**src/logic/cht_pkg.sv**
```systemverilog
// Package: constants for the class H tracking signal generator
package cht_pkg;
  // Register byte offsets
  localparam logic [7:0] CHT_REG_CTRL = 8'h00;
  localparam logic [7:0] CHT_REG_GAIN = 8'h04;
  localparam logic [7:0] CHT_REG_STAT = 8'h08;
  localparam logic [7:0] CHT_REG_LEVEL = 8'h0c;
  // Control field positions
  localparam int CHT_OFS_LSB = 0;
  localparam int CHT_DLY_LSB = 4;
  localparam int CHT_MODE_BIT = 8;
  localparam int CHT_ISCALE_BIT = 9;
  // Reset values
  localparam logic [2:0] CHT_OFS_RST = 3'h0;
  localparam logic [3:0] CHT_DLY_RST = 4'h0;
  localparam logic [7:0] CHT_GAIN_RST = 8'h00;
  // Group delay range in microseconds and audio rate
  localparam int CHT_DLY_MIN_US = 100;
  localparam int CHT_DLY_MAX_US = 500;
  localparam int CHT_FS_HZ = 96000;
  // Delay in frames for the shortest setting, and per step
  localparam int CHT_DLY_MIN_FR = (CHT_DLY_MIN_US * CHT_FS_HZ) / 1000000;
  localparam int CHT_DLY_STEP_FR =
    ((CHT_DLY_MAX_US - CHT_DLY_MIN_US) * CHT_FS_HZ) / (15 * 1000000);
  // Gain code for unity; each step is about 0.4 dB
  localparam logic [7:0] CHT_GAIN_UNITY = 8'h0f;
  // Headroom steps in percent of full scale
  localparam int CHT_OFS_STEP_PCT = 2;
endpackage

```
**src/logic/cht_tracking_gen.sv**
```systemverilog
// Class H tracking reference generator with audio group delay
`timescale 1ns/100ps

// What this block does
// - Tracking signal is the per-frame maximum across up to 32 channels.
// - Add static headroom offset, percent of full scale, by 3-bit select.
// - Audio group delay from 9 to 39 stored beats, set by a 4-bit field.
// - Group delay applies to audio path only, never the tracking path.
// - Scale tracking by 8-bit gain, +6 dB to -6 dB, 0.4 dB steps.
// - Mode 0 references to zero; mode 1 references to full scale.
// - Inverted mode scale bit modifies the signal only in mode 1.
// - Finished tracking signal goes out to the reference DAC.
module cht_tracking_gen
  import cht_pkg::*;
#(
  parameter int DW = 24,
  parameter int CH = 32,
  parameter int DEPTH = 64
) (
  input wire logic clk_i,
  input wire logic rst_i,
  // Wishbone classic slave
  input wire logic wb_cyc_i,
  input wire logic wb_stb_i,
  input wire logic wb_we_i,
  input wire logic [7:0] wb_adr_i,
  input wire logic [31:0] wb_dat_i,
  input wire logic [3:0] wb_sel_i,
  output logic [31:0] wb_dat_o,
  output logic wb_ack_o,
  // Audio sample stream, one channel per beat
  input wire logic s_valid_i,
  input wire logic [DW-1:0] s_data_i,
  input wire logic s_last_i,
  output logic s_ready_o,
  // Delayed audio stream toward audio DACs
  output logic a_valid_o,
  output logic [DW-1:0] a_data_o,
  output logic a_last_o,
  input wire logic a_ready_i,
  // Reference DAC sample, one per frame
  output logic [DW-1:0] ref_dac_o,
  output logic ref_valid_o
);

  localparam int AW = $clog2(DEPTH);
  localparam int PW = AW + 1;
  localparam logic [DW-1:0] FULL = {1'b0, {(DW-1){1'b1}}};
  // Highest gain code that still has a meaning: two octaves above zero
  localparam logic [7:0] GMAX = 8'(2 * int'(CHT_GAIN_UNITY));

  // State of the block apart from the delay memory, registered as one word
  typedef struct packed {
    // Bus answer
    logic ack;
    logic [31:0] rdat;
    // Software settings
    logic [2:0] headroom_offset_sel;
    logic [3:0] dly_sel;
    logic supply_reference_sel;
    logic inverted_mode_scale;
    logic [7:0] reference_path_gain;
    // Tracking path
    logic [DW-1:0] run_max;
    logic [DW-1:0] frame_max;
    logic [DW-1:0] ref_out;
    logic ref_vld;
    // Delay line pointers and output buffer
    logic [PW-1:0] wptr;
    logic [PW-1:0] rptr;
    logic [1:0] ocnt;
    logic [DW:0] ob0;
    logic [DW:0] ob1;
    // Input side may take a beat at the next edge
    logic rdy;
  } cht_state_s;

  cht_state_s st, next_st;
  logic [DW:0] mem [DEPTH];

  // Magnitude of a signed sample, saturating the most negative
  function automatic logic [DW-1:0] cht_mag(input logic [DW-1:0] v);
    logic [DW-1:0] n;
    n = '0;
    if (v[DW-1]) begin
      n = (~v) + {{(DW-1){1'b0}}, 1'b1};
      if (n[DW-1]) begin
        n = FULL;
      end
    end else begin
      n = v;
    end
    return n;
  endfunction

  // Saturate a wide unsigned value to positive full scale
  function automatic logic [DW-1:0] cht_sat(input logic [DW+8:0] v);
    logic [DW-1:0] r;
    r = (v > {9'h000, FULL}) ? FULL : v[DW-1:0];
    return r;
  endfunction

  // Approximate 0.4 dB steps: 15 codes per 6 dB, unity at code 15
  function automatic logic [DW+8:0] cht_gain(input logic [DW-1:0] v,
                                            input logic [7:0] g);
    logic [DW+8:0] x;
    logic [7:0] gc;
    logic [7:0] oct;
    logic [3:0] frac;
    // Codes past +6 dB are held there, so the shift below can never
    // carry the sample out of the wide word and wrap to a small value
    gc = (g > GMAX) ? GMAX : g;
    x = {9'h000, v};
    oct = gc / 8'd15;
    frac = 4'(gc % 8'd15);
    // Fractional step: x * (1 + frac/15) roughly matches 2^(frac/15)
    x = x + ((x * (DW+9)'(frac)) / (DW+9)'(15));
    x = x << 1;
    // Align so code 15 gives unity and lower codes attenuate
    x = (oct >= 8'd2) ? (x << (oct - 8'd2)) : (x >> (8'd2 - oct));
    return x;
  endfunction

  // Group delay in stored beats for a delay select, capped at DEPTH
  function automatic logic [PW-1:0] cht_dly(input logic [3:0] s);
    int d;
    d = CHT_DLY_MIN_FR + CHT_DLY_STEP_FR * int'(s);
    if (d > DEPTH) begin
      d = DEPTH;
    end
    return PW'(d);
  endfunction

  logic wr_fire, push, pop_mem, out_take, gap_ok;
  logic [PW-1:0] fill;
  logic [DW-1:0] mag, trk, hr;
  logic [DW+8:0] trk_w;

  // Handshakes of the delay line and output buffer
  always_comb begin
    fill = st.wptr - st.rptr;
    // Ready flop already says whether the memory has room
    push = s_valid_i && st.rdy;
    out_take = st.ocnt != 2'd0 && a_ready_i;
    gap_ok = (st.ocnt != 2'd2) || out_take;
    // Audio leaves only once the programmed lead has built up
    pop_mem = (fill > cht_dly(st.dly_sel)) && gap_ok;
    wr_fire = wb_cyc_i && wb_stb_i && !st.ack;
  end

  // Tracking arithmetic from the latched frame maximum
  always_comb begin
    mag = cht_mag(s_data_i);
    hr = DW'((FULL / DW'(100)) * DW'(CHT_OFS_STEP_PCT) *
         DW'(st.headroom_offset_sel));
    trk_w = cht_gain(st.frame_max, st.reference_path_gain) +
            {9'h000, hr};
    trk = cht_sat(trk_w);
    if (st.supply_reference_sel) begin
      // Referenced down from full scale; optional halved swing
      trk = st.inverted_mode_scale ? FULL - (trk >> 1) : FULL - trk;
    end
  end

  // Next-state logic
  always_comb begin
    next_st = st;
    next_st.ack = wr_fire;
    next_st.ref_vld = 1'b0;
    // Writes land at the edge that takes the request
    if (wr_fire && wb_we_i) begin
      unique case (wb_adr_i)
        CHT_REG_CTRL: begin
          // Low lane carries the headroom and delay selects
          if (wb_sel_i[0]) begin
            next_st.headroom_offset_sel = wb_dat_i[CHT_OFS_LSB +: 3];
            next_st.dly_sel = wb_dat_i[CHT_DLY_LSB +: 4];
          end
          // Second lane carries the two mode bits
          if (wb_sel_i[1]) begin
            next_st.supply_reference_sel = wb_dat_i[CHT_MODE_BIT];
            next_st.inverted_mode_scale = wb_dat_i[CHT_ISCALE_BIT];
          end
        end
        CHT_REG_GAIN: begin
          if (wb_sel_i[0]) begin
            next_st.reference_path_gain = wb_dat_i[7:0];
          end
        end
        // Read-only or unmapped: the write is dropped
        default: begin
        end
      endcase
    end
    // Read data stands with ack for one cycle, zero otherwise
    next_st.rdat = '0;
    if (wr_fire && !wb_we_i) begin
      unique case (wb_adr_i)
        CHT_REG_CTRL: begin
          next_st.rdat[CHT_OFS_LSB +: 3] = st.headroom_offset_sel;
          next_st.rdat[CHT_DLY_LSB +: 4] = st.dly_sel;
          next_st.rdat[CHT_MODE_BIT] = st.supply_reference_sel;
          next_st.rdat[CHT_ISCALE_BIT] = st.inverted_mode_scale;
        end
        CHT_REG_GAIN: begin
          next_st.rdat[7:0] = st.reference_path_gain;
        end
        // Fill level of the delay memory
        CHT_REG_STAT: begin
          next_st.rdat[PW-1:0] = fill;
        end
        // Peak of the last complete frame
        CHT_REG_LEVEL: begin
          next_st.rdat[DW-1:0] = st.frame_max;
        end
        // Unmapped reads return zero
        default: begin
          next_st.rdat = '0;
        end
      endcase
    end
    // Running maximum over the frame's channels
    if (push) begin
      if (s_last_i) begin
        next_st.frame_max = (mag > st.run_max) ? mag : st.run_max;
        next_st.run_max = '0;
      end else if (mag > st.run_max) begin
        next_st.run_max = mag;
      end
      next_st.wptr = st.wptr + PW'(1);
    end
    // Tracking pulse leaves undelayed at each frame end
    if (push && s_last_i) begin
      next_st.ref_vld = 1'b1;
    end
    // Reference moves only in the cycle after the pulse, once the new
    // frame peak is latched; settings written between frames wait for
    // the next frame so the held level never jumps on its own
    if (st.ref_vld) begin
      next_st.ref_out = trk;
    end
    // Two-entry output buffer: the head shifts out on a take
    if (out_take) begin
      next_st.ob0 = st.ob1;
    end
    if (pop_mem) begin
      next_st.rptr = st.rptr + PW'(1);
      if (st.ocnt == 2'd0 || (st.ocnt == 2'd1 && out_take)) begin
        next_st.ob0 = mem[st.rptr[AW-1:0]];
      end else begin
        next_st.ob1 = mem[st.rptr[AW-1:0]];
      end
    end
    next_st.ocnt = st.ocnt + 2'(pop_mem) - 2'(out_take);
    // Room for the next edge, held in a flop so the pin is registered
    next_st.rdy = (next_st.wptr - next_st.rptr) != PW'(DEPTH);
  end

  // State register
  always_ff @(posedge clk_i) begin
    if (rst_i) begin
      st <= '0;
      st.headroom_offset_sel <= CHT_OFS_RST;
      st.dly_sel <= CHT_DLY_RST;
      st.reference_path_gain <= CHT_GAIN_RST;
      // Memory is empty after reset, so beats may come at once
      st.rdy <= 1'b1;
    end else begin
      st <= next_st;
    end
  end

  // Delay memory; contents need no reset, the pointers guard them
  always_ff @(posedge clk_i) begin
    if (push) begin
      mem[st.wptr[AW-1:0]] <= {s_last_i, s_data_i};
    end
  end

  // Outputs straight from state
  always_comb begin
    // Bus answer
    wb_ack_o = st.ack;
    wb_dat_o = st.rdat;
    // Audio stream, both sides
    s_ready_o = st.rdy;
    a_valid_o = st.ocnt != 2'd0;
    a_data_o = st.ob0[DW-1:0];
    a_last_o = st.ob0[DW];
    // Reference DAC sample and its strobe
    ref_dac_o = st.ref_out;
    ref_valid_o = st.ref_vld;
  end

endmodule // cht_tracking_gen

```
**config.mk**
```make
export PLATFORM = sky130hd
export DESIGN_NAME = cht_tracking_gen
export DESIGN_NICKNAME = d
export VERILOG_FILES = /design/src/logic/cht_pkg.sv /design/src/logic/cht_tracking_gen.sv
export SDC_FILE = /design/constraint.sdc
export NUM_CORES = 2
export LEC_CHECK = 0
export ABC_CLOCK_PERIOD_IN_PS = 33700
export BUFFER_PORTS_ARGS = -buffer_cell sky130_fd_sc_hd__buf_4
export CORE_AREA = 2 2 372 374
export DETAILED_ROUTE_END_ITERATION = 10
export DIE_AREA = 0 0 374 376
export PLACE_DENSITY = 0.77
export SYNTH_ARGS = -nofsm -noshare
export SYNTH_HDL_FRONTEND = slang
export SYNTH_SLANG_ARGS = --single-unit
```
**constraint.sdc**
```tcl
create_clock -name clk_i -period 33.7 [get_ports clk_i]
set_clock_uncertainty 0.2 [all_clocks]
set_input_delay 6.74 -clock clk_i [delete_from_list [all_inputs] [get_ports clk_i]]
set_output_delay 6.74 -clock clk_i [all_outputs]
set_load 0.1 [all_outputs]
```
# After elaboration in Yosys (flattened, before gate mapping)
# Memory sizes are Yosys's and may differ from the RTL's. A register that Yosys moved wholly into a read port is not among the register bits.
# Index checks and enable logic that the tools add are counted.
[word_totals]
regBits = 190
ramBits = 1600
input_bits = 76
n_memories = 1
[memory_table]
columns = ["name", "words", "width", "read_ports", "rd_clocked_by_memory_dff", "wr", "line", "rtl"]
rows = [
  ["mem", 64, 25, 1, 1, 1, "cht_tracking_gen.sv:79", "logic [DW:0] mem [DEPTH];"],
]
[classes]
multipliers = 2
n_mux = 25
n_shift = 2
bitwise_logic = 4
magnitude_cmp = 6
div = 3
n_reduce_logical = 23
add_sub_neg = 14
n_eq_ne = 6
[op_table]
columns = ["cell", "n"]
rows = [
  ["$mux 24", 6],
  ["$mux 25", 3],
  ["$mux 50", 1],
  ["$add 33x21->33", 1],
  ["$div 28x4->33 const B", 1],
  ["$gt 33x23->1 const B", 1],
  ["$mux 33", 1],
  ["$shl 33x8->33", 1],
  ["$shr 33x8->33", 1],
  ["$add 24x32->32", 1],
  ["$mul 24x4->28", 1],
  ["$add 24x1->24 const B", 1],
  ["$gt 24x24->1", 1],
  ["$not 24->24", 1],
  ["$pmux 3 s4", 2],
  ["$sub 23x23->24 const A", 1],
  ["$sub 23x24->24 const A", 1],
  ["$mux 23", 1],
  ["$mux 7", 3],
  ["$mul 16x3->19 const A", 1],
  ["$eq 8x4->1 const B", 2],
  ["$add 7x1->7 const B", 2],
  ["$sub 7x7->7", 2],
  ["$logic_and 1x1->1", 9],
  ["30 further kinds", 40],
]

# Logic depth before layout (Yosys ltp)
[depth]
word_depth = 14
ltp_mapped = 117
ltp_nobuf = 105

# Least setup slack after synthesis
# Ideal clock, no wire load.
[synth_timing]
path_type = "reg2reg"
from = "register st[147] in the netlist's numbering"
to = "register st, in the netlist ref_dac_o[3]"
setup_slack_ps = 11347
synth_period_minus_slack_ps = 22353
required_time_ps = 33368
stages_incl_launch_ff = 105
t_arrival_ps = 22021
path_cell_list = "dfxtp_1 or3_1 nor2_1 inv_1 ha_1 a21oi_1 o21ai_1 clkbuf_1 clkbuf_1 xor2_1 inv_1 ha_1 a31o_2 clkinv_1 clkbuf_1 clkbuf_1 nor4_1 xor2_1 [... 69 more ...] o21bai_1 a21oi_1 o21bai_1 a21oi_1 xor2_1 or2_2 a21oi_1 mux2_2 o211ai_1 a21oi_1 or3b_2 nor3_1 o2bb2ai_1 nand3_1 clkbuf_1 clkbuf_1 o311ai_0 a21oi_1"
[synth_between]
elab_chain_len = 14
word_cells_on_any_way = 20
cone_classes = "6 x add/sub; 1 x mul; 3 x div; 3 x order compare; 2 x shift; 5 x mux"
[synth_lines]
columns = ["item", "line", "rtl"]
rows = [
  ["start: declaration", "cht_tracking_gen.sv:78", "cht_state_s st, next_st;"],
  ["start signal: assignment", "cht_tracking_gen.sv:269", "st <= next_st;"],
  ["$gt 8x5->1", "cht_tracking_gen.sv:112", "gc = (g > GMAX) ? GMAX : g;"],
  ["$mux 8 (*)", "cht_tracking_gen.sv:112", ""],
  ["$mod 8x4->8", "cht_tracking_gen.sv:115", "frac = 4'(gc % 8'd15);"],
  ["$mul 24x4->28", "cht_tracking_gen.sv:117", "x = x + ((x * (DW+9)'(frac)) / (DW+9)'(15));"],
  ["$div 28x4->33", "cht_tracking_gen.sv:117", ""],
  ["$add 24x32->32", "cht_tracking_gen.sv:117", ""],
  ["$shr 33x8->33 or $shl 33x8->33 (tied branches)", "cht_tracking_gen.sv:120", "x = (oct >= 8'd2) ? (x << (oct - 8'd2)) : (x >> (8'd2 - oct));"],
  ["$mux 33 (*)", "cht_tracking_gen.sv:120", ""],
  ["$add 33x21->33 (*)", "cht_tracking_gen.sv:156", "trk_w = cht_gain(st.frame_max, st.reference_path_gain) +"],
  ["$gt 33x23->1", "cht_tracking_gen.sv:99", "r = (v > {9'h000, FULL}) ? FULL : v[DW-1:0];"],
  ["$mux 24 (*)", "cht_tracking_gen.sv:99", ""],
  ["$sub 23x24->24 or $sub 23x23->24 (tied branches)", "cht_tracking_gen.sv:161", "trk = st.inverted_mode_scale ? FULL - (trk >> 1) : FULL - trk;"],
  ["$mux 24", "cht_tracking_gen.sv:161", ""],
  ["$mux 24 (*)", "cht_tracking_gen.sv:159", "if (st.supply_reference_sel) begin"],
]
# Every way passes the cells marked *; elsewhere a longest branch is shown, timed or not.
# A chain may end at the register's enable or synchronous reset.

# Final worst setup path
[layout_timing]
from = "register st[147] in the netlist's numbering"
to = "register st, in the netlist ref_dac_o[21]"
# Same word-level chain as after synthesis.

==> impl_metrics.ini <==
[detailed_routing]
drt_drc_violations_left = 0
wirelength_mm = 234
detail_route.wl_per_cell_um = 32.7
num_vias = 49100
detail-route-antenna-nets = 0
initialDrtViolationCount = 7041
vias_per_cell = 6.87
drt_first_pass_iters = 6

[grt]
first_global_vias = 48600
global_routing_s_busiest_layer = met2
grtUsageMet3_pct = 8.19
grt_pass1_wl_mm = 338
initial_antenna_violation_count = 20
global_route.usage.met2_pct = 53.1
grt_usage_pct = 33.4
maximum_number_of_pins_on_one_net_before_global_route_repair = 157
grt_overflow_total = 0
grt.met1_usage_pct = 44.0

[placed_design]
hpwl_mm = 132
placement.setup.worst_slack_ps = 7900
io_buffer_count = 128
cells_after_dpl = 6820
dpl-instance-area_um2 = 84500
place_congestion = 0.922

[critical_path]
crit_path_start_kind = flop
critPathCapture = ref_dac_o[21]
critPathBufInv = 8
rr_endpoint = ref_dac_o[21]
cp_data_required_time_ps = 34210
worst-path-stages = 104
cp-startpoint = st[147]
arrival_ps = 26660
criticalPathCategory = flop to flop
worstPathMaxFanout = 43
crit_path_top_delay_cell = sky130_fd_sc_hd__a221oi_2
timing.critical_path.max_delay_family = compound AO/OA/AOI/OAI gates
ff2ff_setup_slack_ps = 7550
max_stage_delay_ps = 610
timing.rr.start = st[147]
cp_most_frequent_cell = sky130_fd_sc_hd__a21oi_1
rr_worst_depth = 104
timing.critical_path.to_type = flop

[pwr]
cell_pwr_density_nw_per_um2 = 64.7
peakVddDrop_mv = 0.0901
p_leak_nw = 30.1
power.total_mw = 5.84

[min_path]
worstHoldPathType = flop to flop

[final_layout]
drive_gt1_share_pct = 22.0
sequential_cell_area_um2 = 51700
final_cell_area_um2 = 90200
areaGrowthSynthToFinish_pct = 10.4
multiInputGateArea_um2 = 28100
num-nets-final = 5466
postLayoutCoreUtil_pct = 66.0
final-instance-count-excl-fill = 7147
filler_cell_count = 8707

[die]
design.core.area_um2 = 137000
die_width_um = 374
top_level_ports = 161
initial_utilization_pct = 59.8
placementRows = 136
dieHeight_um = 376
design.die.area_um2 = 141000

[yosys]
count_leader_synth = sky130_fd_sc_hd__edfxtp_1
ys_warn_count = 0
most_used_flip_flop_cell_after_synthesis = sky130_fd_sc_hd__edfxtp_1
yosysTopAreaCellShare_pct = 58.8
synth_async_sr_flop_share_pct = 0
post_synth_edffs = 1600
yosys-mux-area-fraction_pct = 16.6
synthTopCellsByArea = sky130_fd_sc_hd__edfxtp_1 (59%), sky130_fd_sc_hd__mux4_2 (15%), sky130_fd_sc_hd__dfxtp_1 (4.5%), sky130_fd_sc_hd__ha_1 (2.2%), sky130_fd_sc_hd__mux2i_1 (1.8%)
synth-compound-area-share_pct = 6.55
synth.yosys.seq_area_share_pct = 63.3
postSynthRegisterBits = 1782
post_synthesis_instance_area_um2 = 81700
synth_fa_ha_area_share_pct = 3.40
syn-mean-instance-area_um2 = 16.0
synth_xor_xnor_area_share_pct = 1.55
synthSimpleGateAreaFrac_pct = 5.86
syn_inst = 5121
post-synth-top-area-cell = sky130_fd_sc_hd__edfxtp_1
combinational_family_with_the_most_area_after_synthesis = multiplexers
yosys.cell_types.count = 120
synth_top_cells_by_count = sky130_fd_sc_hd__edfxtp_1 (1600), sky130_fd_sc_hd__mux4_2 (526), sky130_fd_sc_hd__nand2_1 (312)

[timing]
final.setup.tns_ps = 0
final_critical_path_setup_slack_ps = 7550
fin_crit_sh_pct = 77.6
relSlewSlack_pct = 2.11
report.final.hold_viol_count = 0
post-route-min-period_ps = 26150
fmaxAchievable_ghz = 0.0382
timing.final.setup_violations = 0
whs_ps = 270
timing_max_transition_violations_final = 0
grt_setup_unrepaired = no
tightest_slew_ps = 1450

[cts]
numCtsBuffers = 171
tritoncts_num_sinks = 1782
htree_num_levels = 4
clock-root-buffer = sky130_fd_sc_hd__clkbuf_16
insertion_delay_ps = 840
tritoncts = yes
cts-root-to-sink-buffers = 3
clock_pin_slew_on_the_worst_setup_and_hold_paths_ps = 60
cts_hold_buf = 0
cts.repair.resized = 0
postCtsSetupBuffers = 0

[status]
failed_checks = capacitance limit
outcome = complete, but fails checks

[job]
max-cap-violations = 1
-- cells in the final DEF, fill, tap and decap left out, types with 23 or more instances in the layout --
| master | netlist | layout |
|---|---|---|
| sky130_fd_sc_hd__a211oi_1 | 42 | 42 |
| sky130_fd_sc_hd__a21o_1 | 40 | 40 |
| sky130_fd_sc_hd__a21oi_1 | 208 | 206 |
| sky130_fd_sc_hd__a22oi_1 | 24 | 24 |
| sky130_fd_sc_hd__a31oi_1 | 26 | 25 |
| sky130_fd_sc_hd__and2_1 | 77 | 77 |
| sky130_fd_sc_hd__buf_4 | 82 | 228 |
| sky130_fd_sc_hd__clkbuf_1 | 176 | 36 |
| sky130_fd_sc_hd__clkbuf_16 | 0 | 172 |
| sky130_fd_sc_hd__clkinv_1 | 4 | 33 |
| sky130_fd_sc_hd__clkinv_2 | 0 | 25 |
| sky130_fd_sc_hd__dfxtp_1 | 182 | 179 |
| sky130_fd_sc_hd__edfxtp_1 | 1600 | 1600 |
| sky130_fd_sc_hd__fa_1 | 50 | 50 |
| sky130_fd_sc_hd__ha_1 | 141 | 141 |
| sky130_fd_sc_hd__inv_1 | 172 | 172 |
| sky130_fd_sc_hd__mux2i_1 | 147 | 147 |
| sky130_fd_sc_hd__mux4_2 | 526 | 526 |
| sky130_fd_sc_hd__nand2_1 | 312 | 311 |
| sky130_fd_sc_hd__nand2b_1 | 41 | 41 |
| sky130_fd_sc_hd__nand3_1 | 55 | 55 |
| sky130_fd_sc_hd__nand4_1 | 23 | 23 |
| sky130_fd_sc_hd__nor2_1 | 292 | 228 |
| sky130_fd_sc_hd__nor2_2 | 1 | 43 |
| sky130_fd_sc_hd__nor2b_1 | 55 | 55 |
| sky130_fd_sc_hd__nor3_1 | 43 | 43 |
| sky130_fd_sc_hd__o211ai_1 | 35 | 35 |
| sky130_fd_sc_hd__o21a_1 | 24 | 24 |
| sky130_fd_sc_hd__o21ai_0 | 139 | 137 |
| sky130_fd_sc_hd__o21bai_1 | 43 | 43 |
| sky130_fd_sc_hd__o22ai_1 | 28 | 28 |
| sky130_fd_sc_hd__or3_1 | 24 | 23 |
| sky130_fd_sc_hd__xnor2_1 | 95 | 94 |
| sky130_fd_sc_hd__xor2_1 | 48 | 48 |
-- routing by layer --
metal / wire length (um) / vias to the layer above
li1: - / 20200
met1: 81800 / 24800
met2: 111000 / 3438
met3: 28600 / 667
met4: 12100 / 14
met5: 114 / -
-- sequential cells by signal, summed over array words and instances, names as in the netlist --
name	cells
a_data_o	24
mem	1600
ref_valid_o	1
wb_dat_o	24
wb_ack_o	1
st	106
s_ready_o	1
ref_dac_o	24
a_last_o	1
-- final cells by class --
class | instances | area share (%)
Sequential cell | 1782 | 57.3
Multi-Input combinational cell | 2836 | 31.1
Clock buffer | 216 | 5.04
Tap cell | 1794 | 2.49
Timing Repair Buffer | 231 | 1.96
Clock inverter | 102 | 1.26
Inverter | 177 | 0.745
Antenna cell | 9 | 0.0250
-- report_power, final --
part | switching [mW] | internal, mW
clock | 0.873 | 1.10
combinational | 0.774 | 0.596
sequential | 0.0599 | 2.44
total | 1.71 | 4.13
-- worst min-delay path by stage --
stage,startpoint,end,depth (start not counted)
detailed placement,ref_dac_o[2],ref_dac_o[2],2
CTS,ref_dac_o[2],ref_dac_o[2],2
global route,ref_dac_o[2],ref_dac_o[2],2
floorplan,ref_dac_o[2],ref_dac_o[2],2
finish,ref_dac_o[23],ref_dac_o[23],1
global placement,ref_dac_o[2],ref_dac_o[2],2
-- cells by family after synthesis --
group / count (synthesis)
compound gates: 789
fa+ha+maj: 192
mux: 693
flops: 1782
simple gates: 1006
xor+xnor: 144
other cells: 2
buf+inv: 513
-- worst reg2reg max path: cells and delay by family, from the launching register on --
kind / cells / cell delay, ps
AOI/OAI and AO/OA: 56 / 13200
and+or+nand+nor: 19 / 4810
DFF: 1 / 350
buffers and inverters: 8 / 1440
muxes: 7 / 1800
adders and majority gates: 9 / 3140
xor gates and xnor gates: 5 / 1120
(Power assumes the default switching activity.)
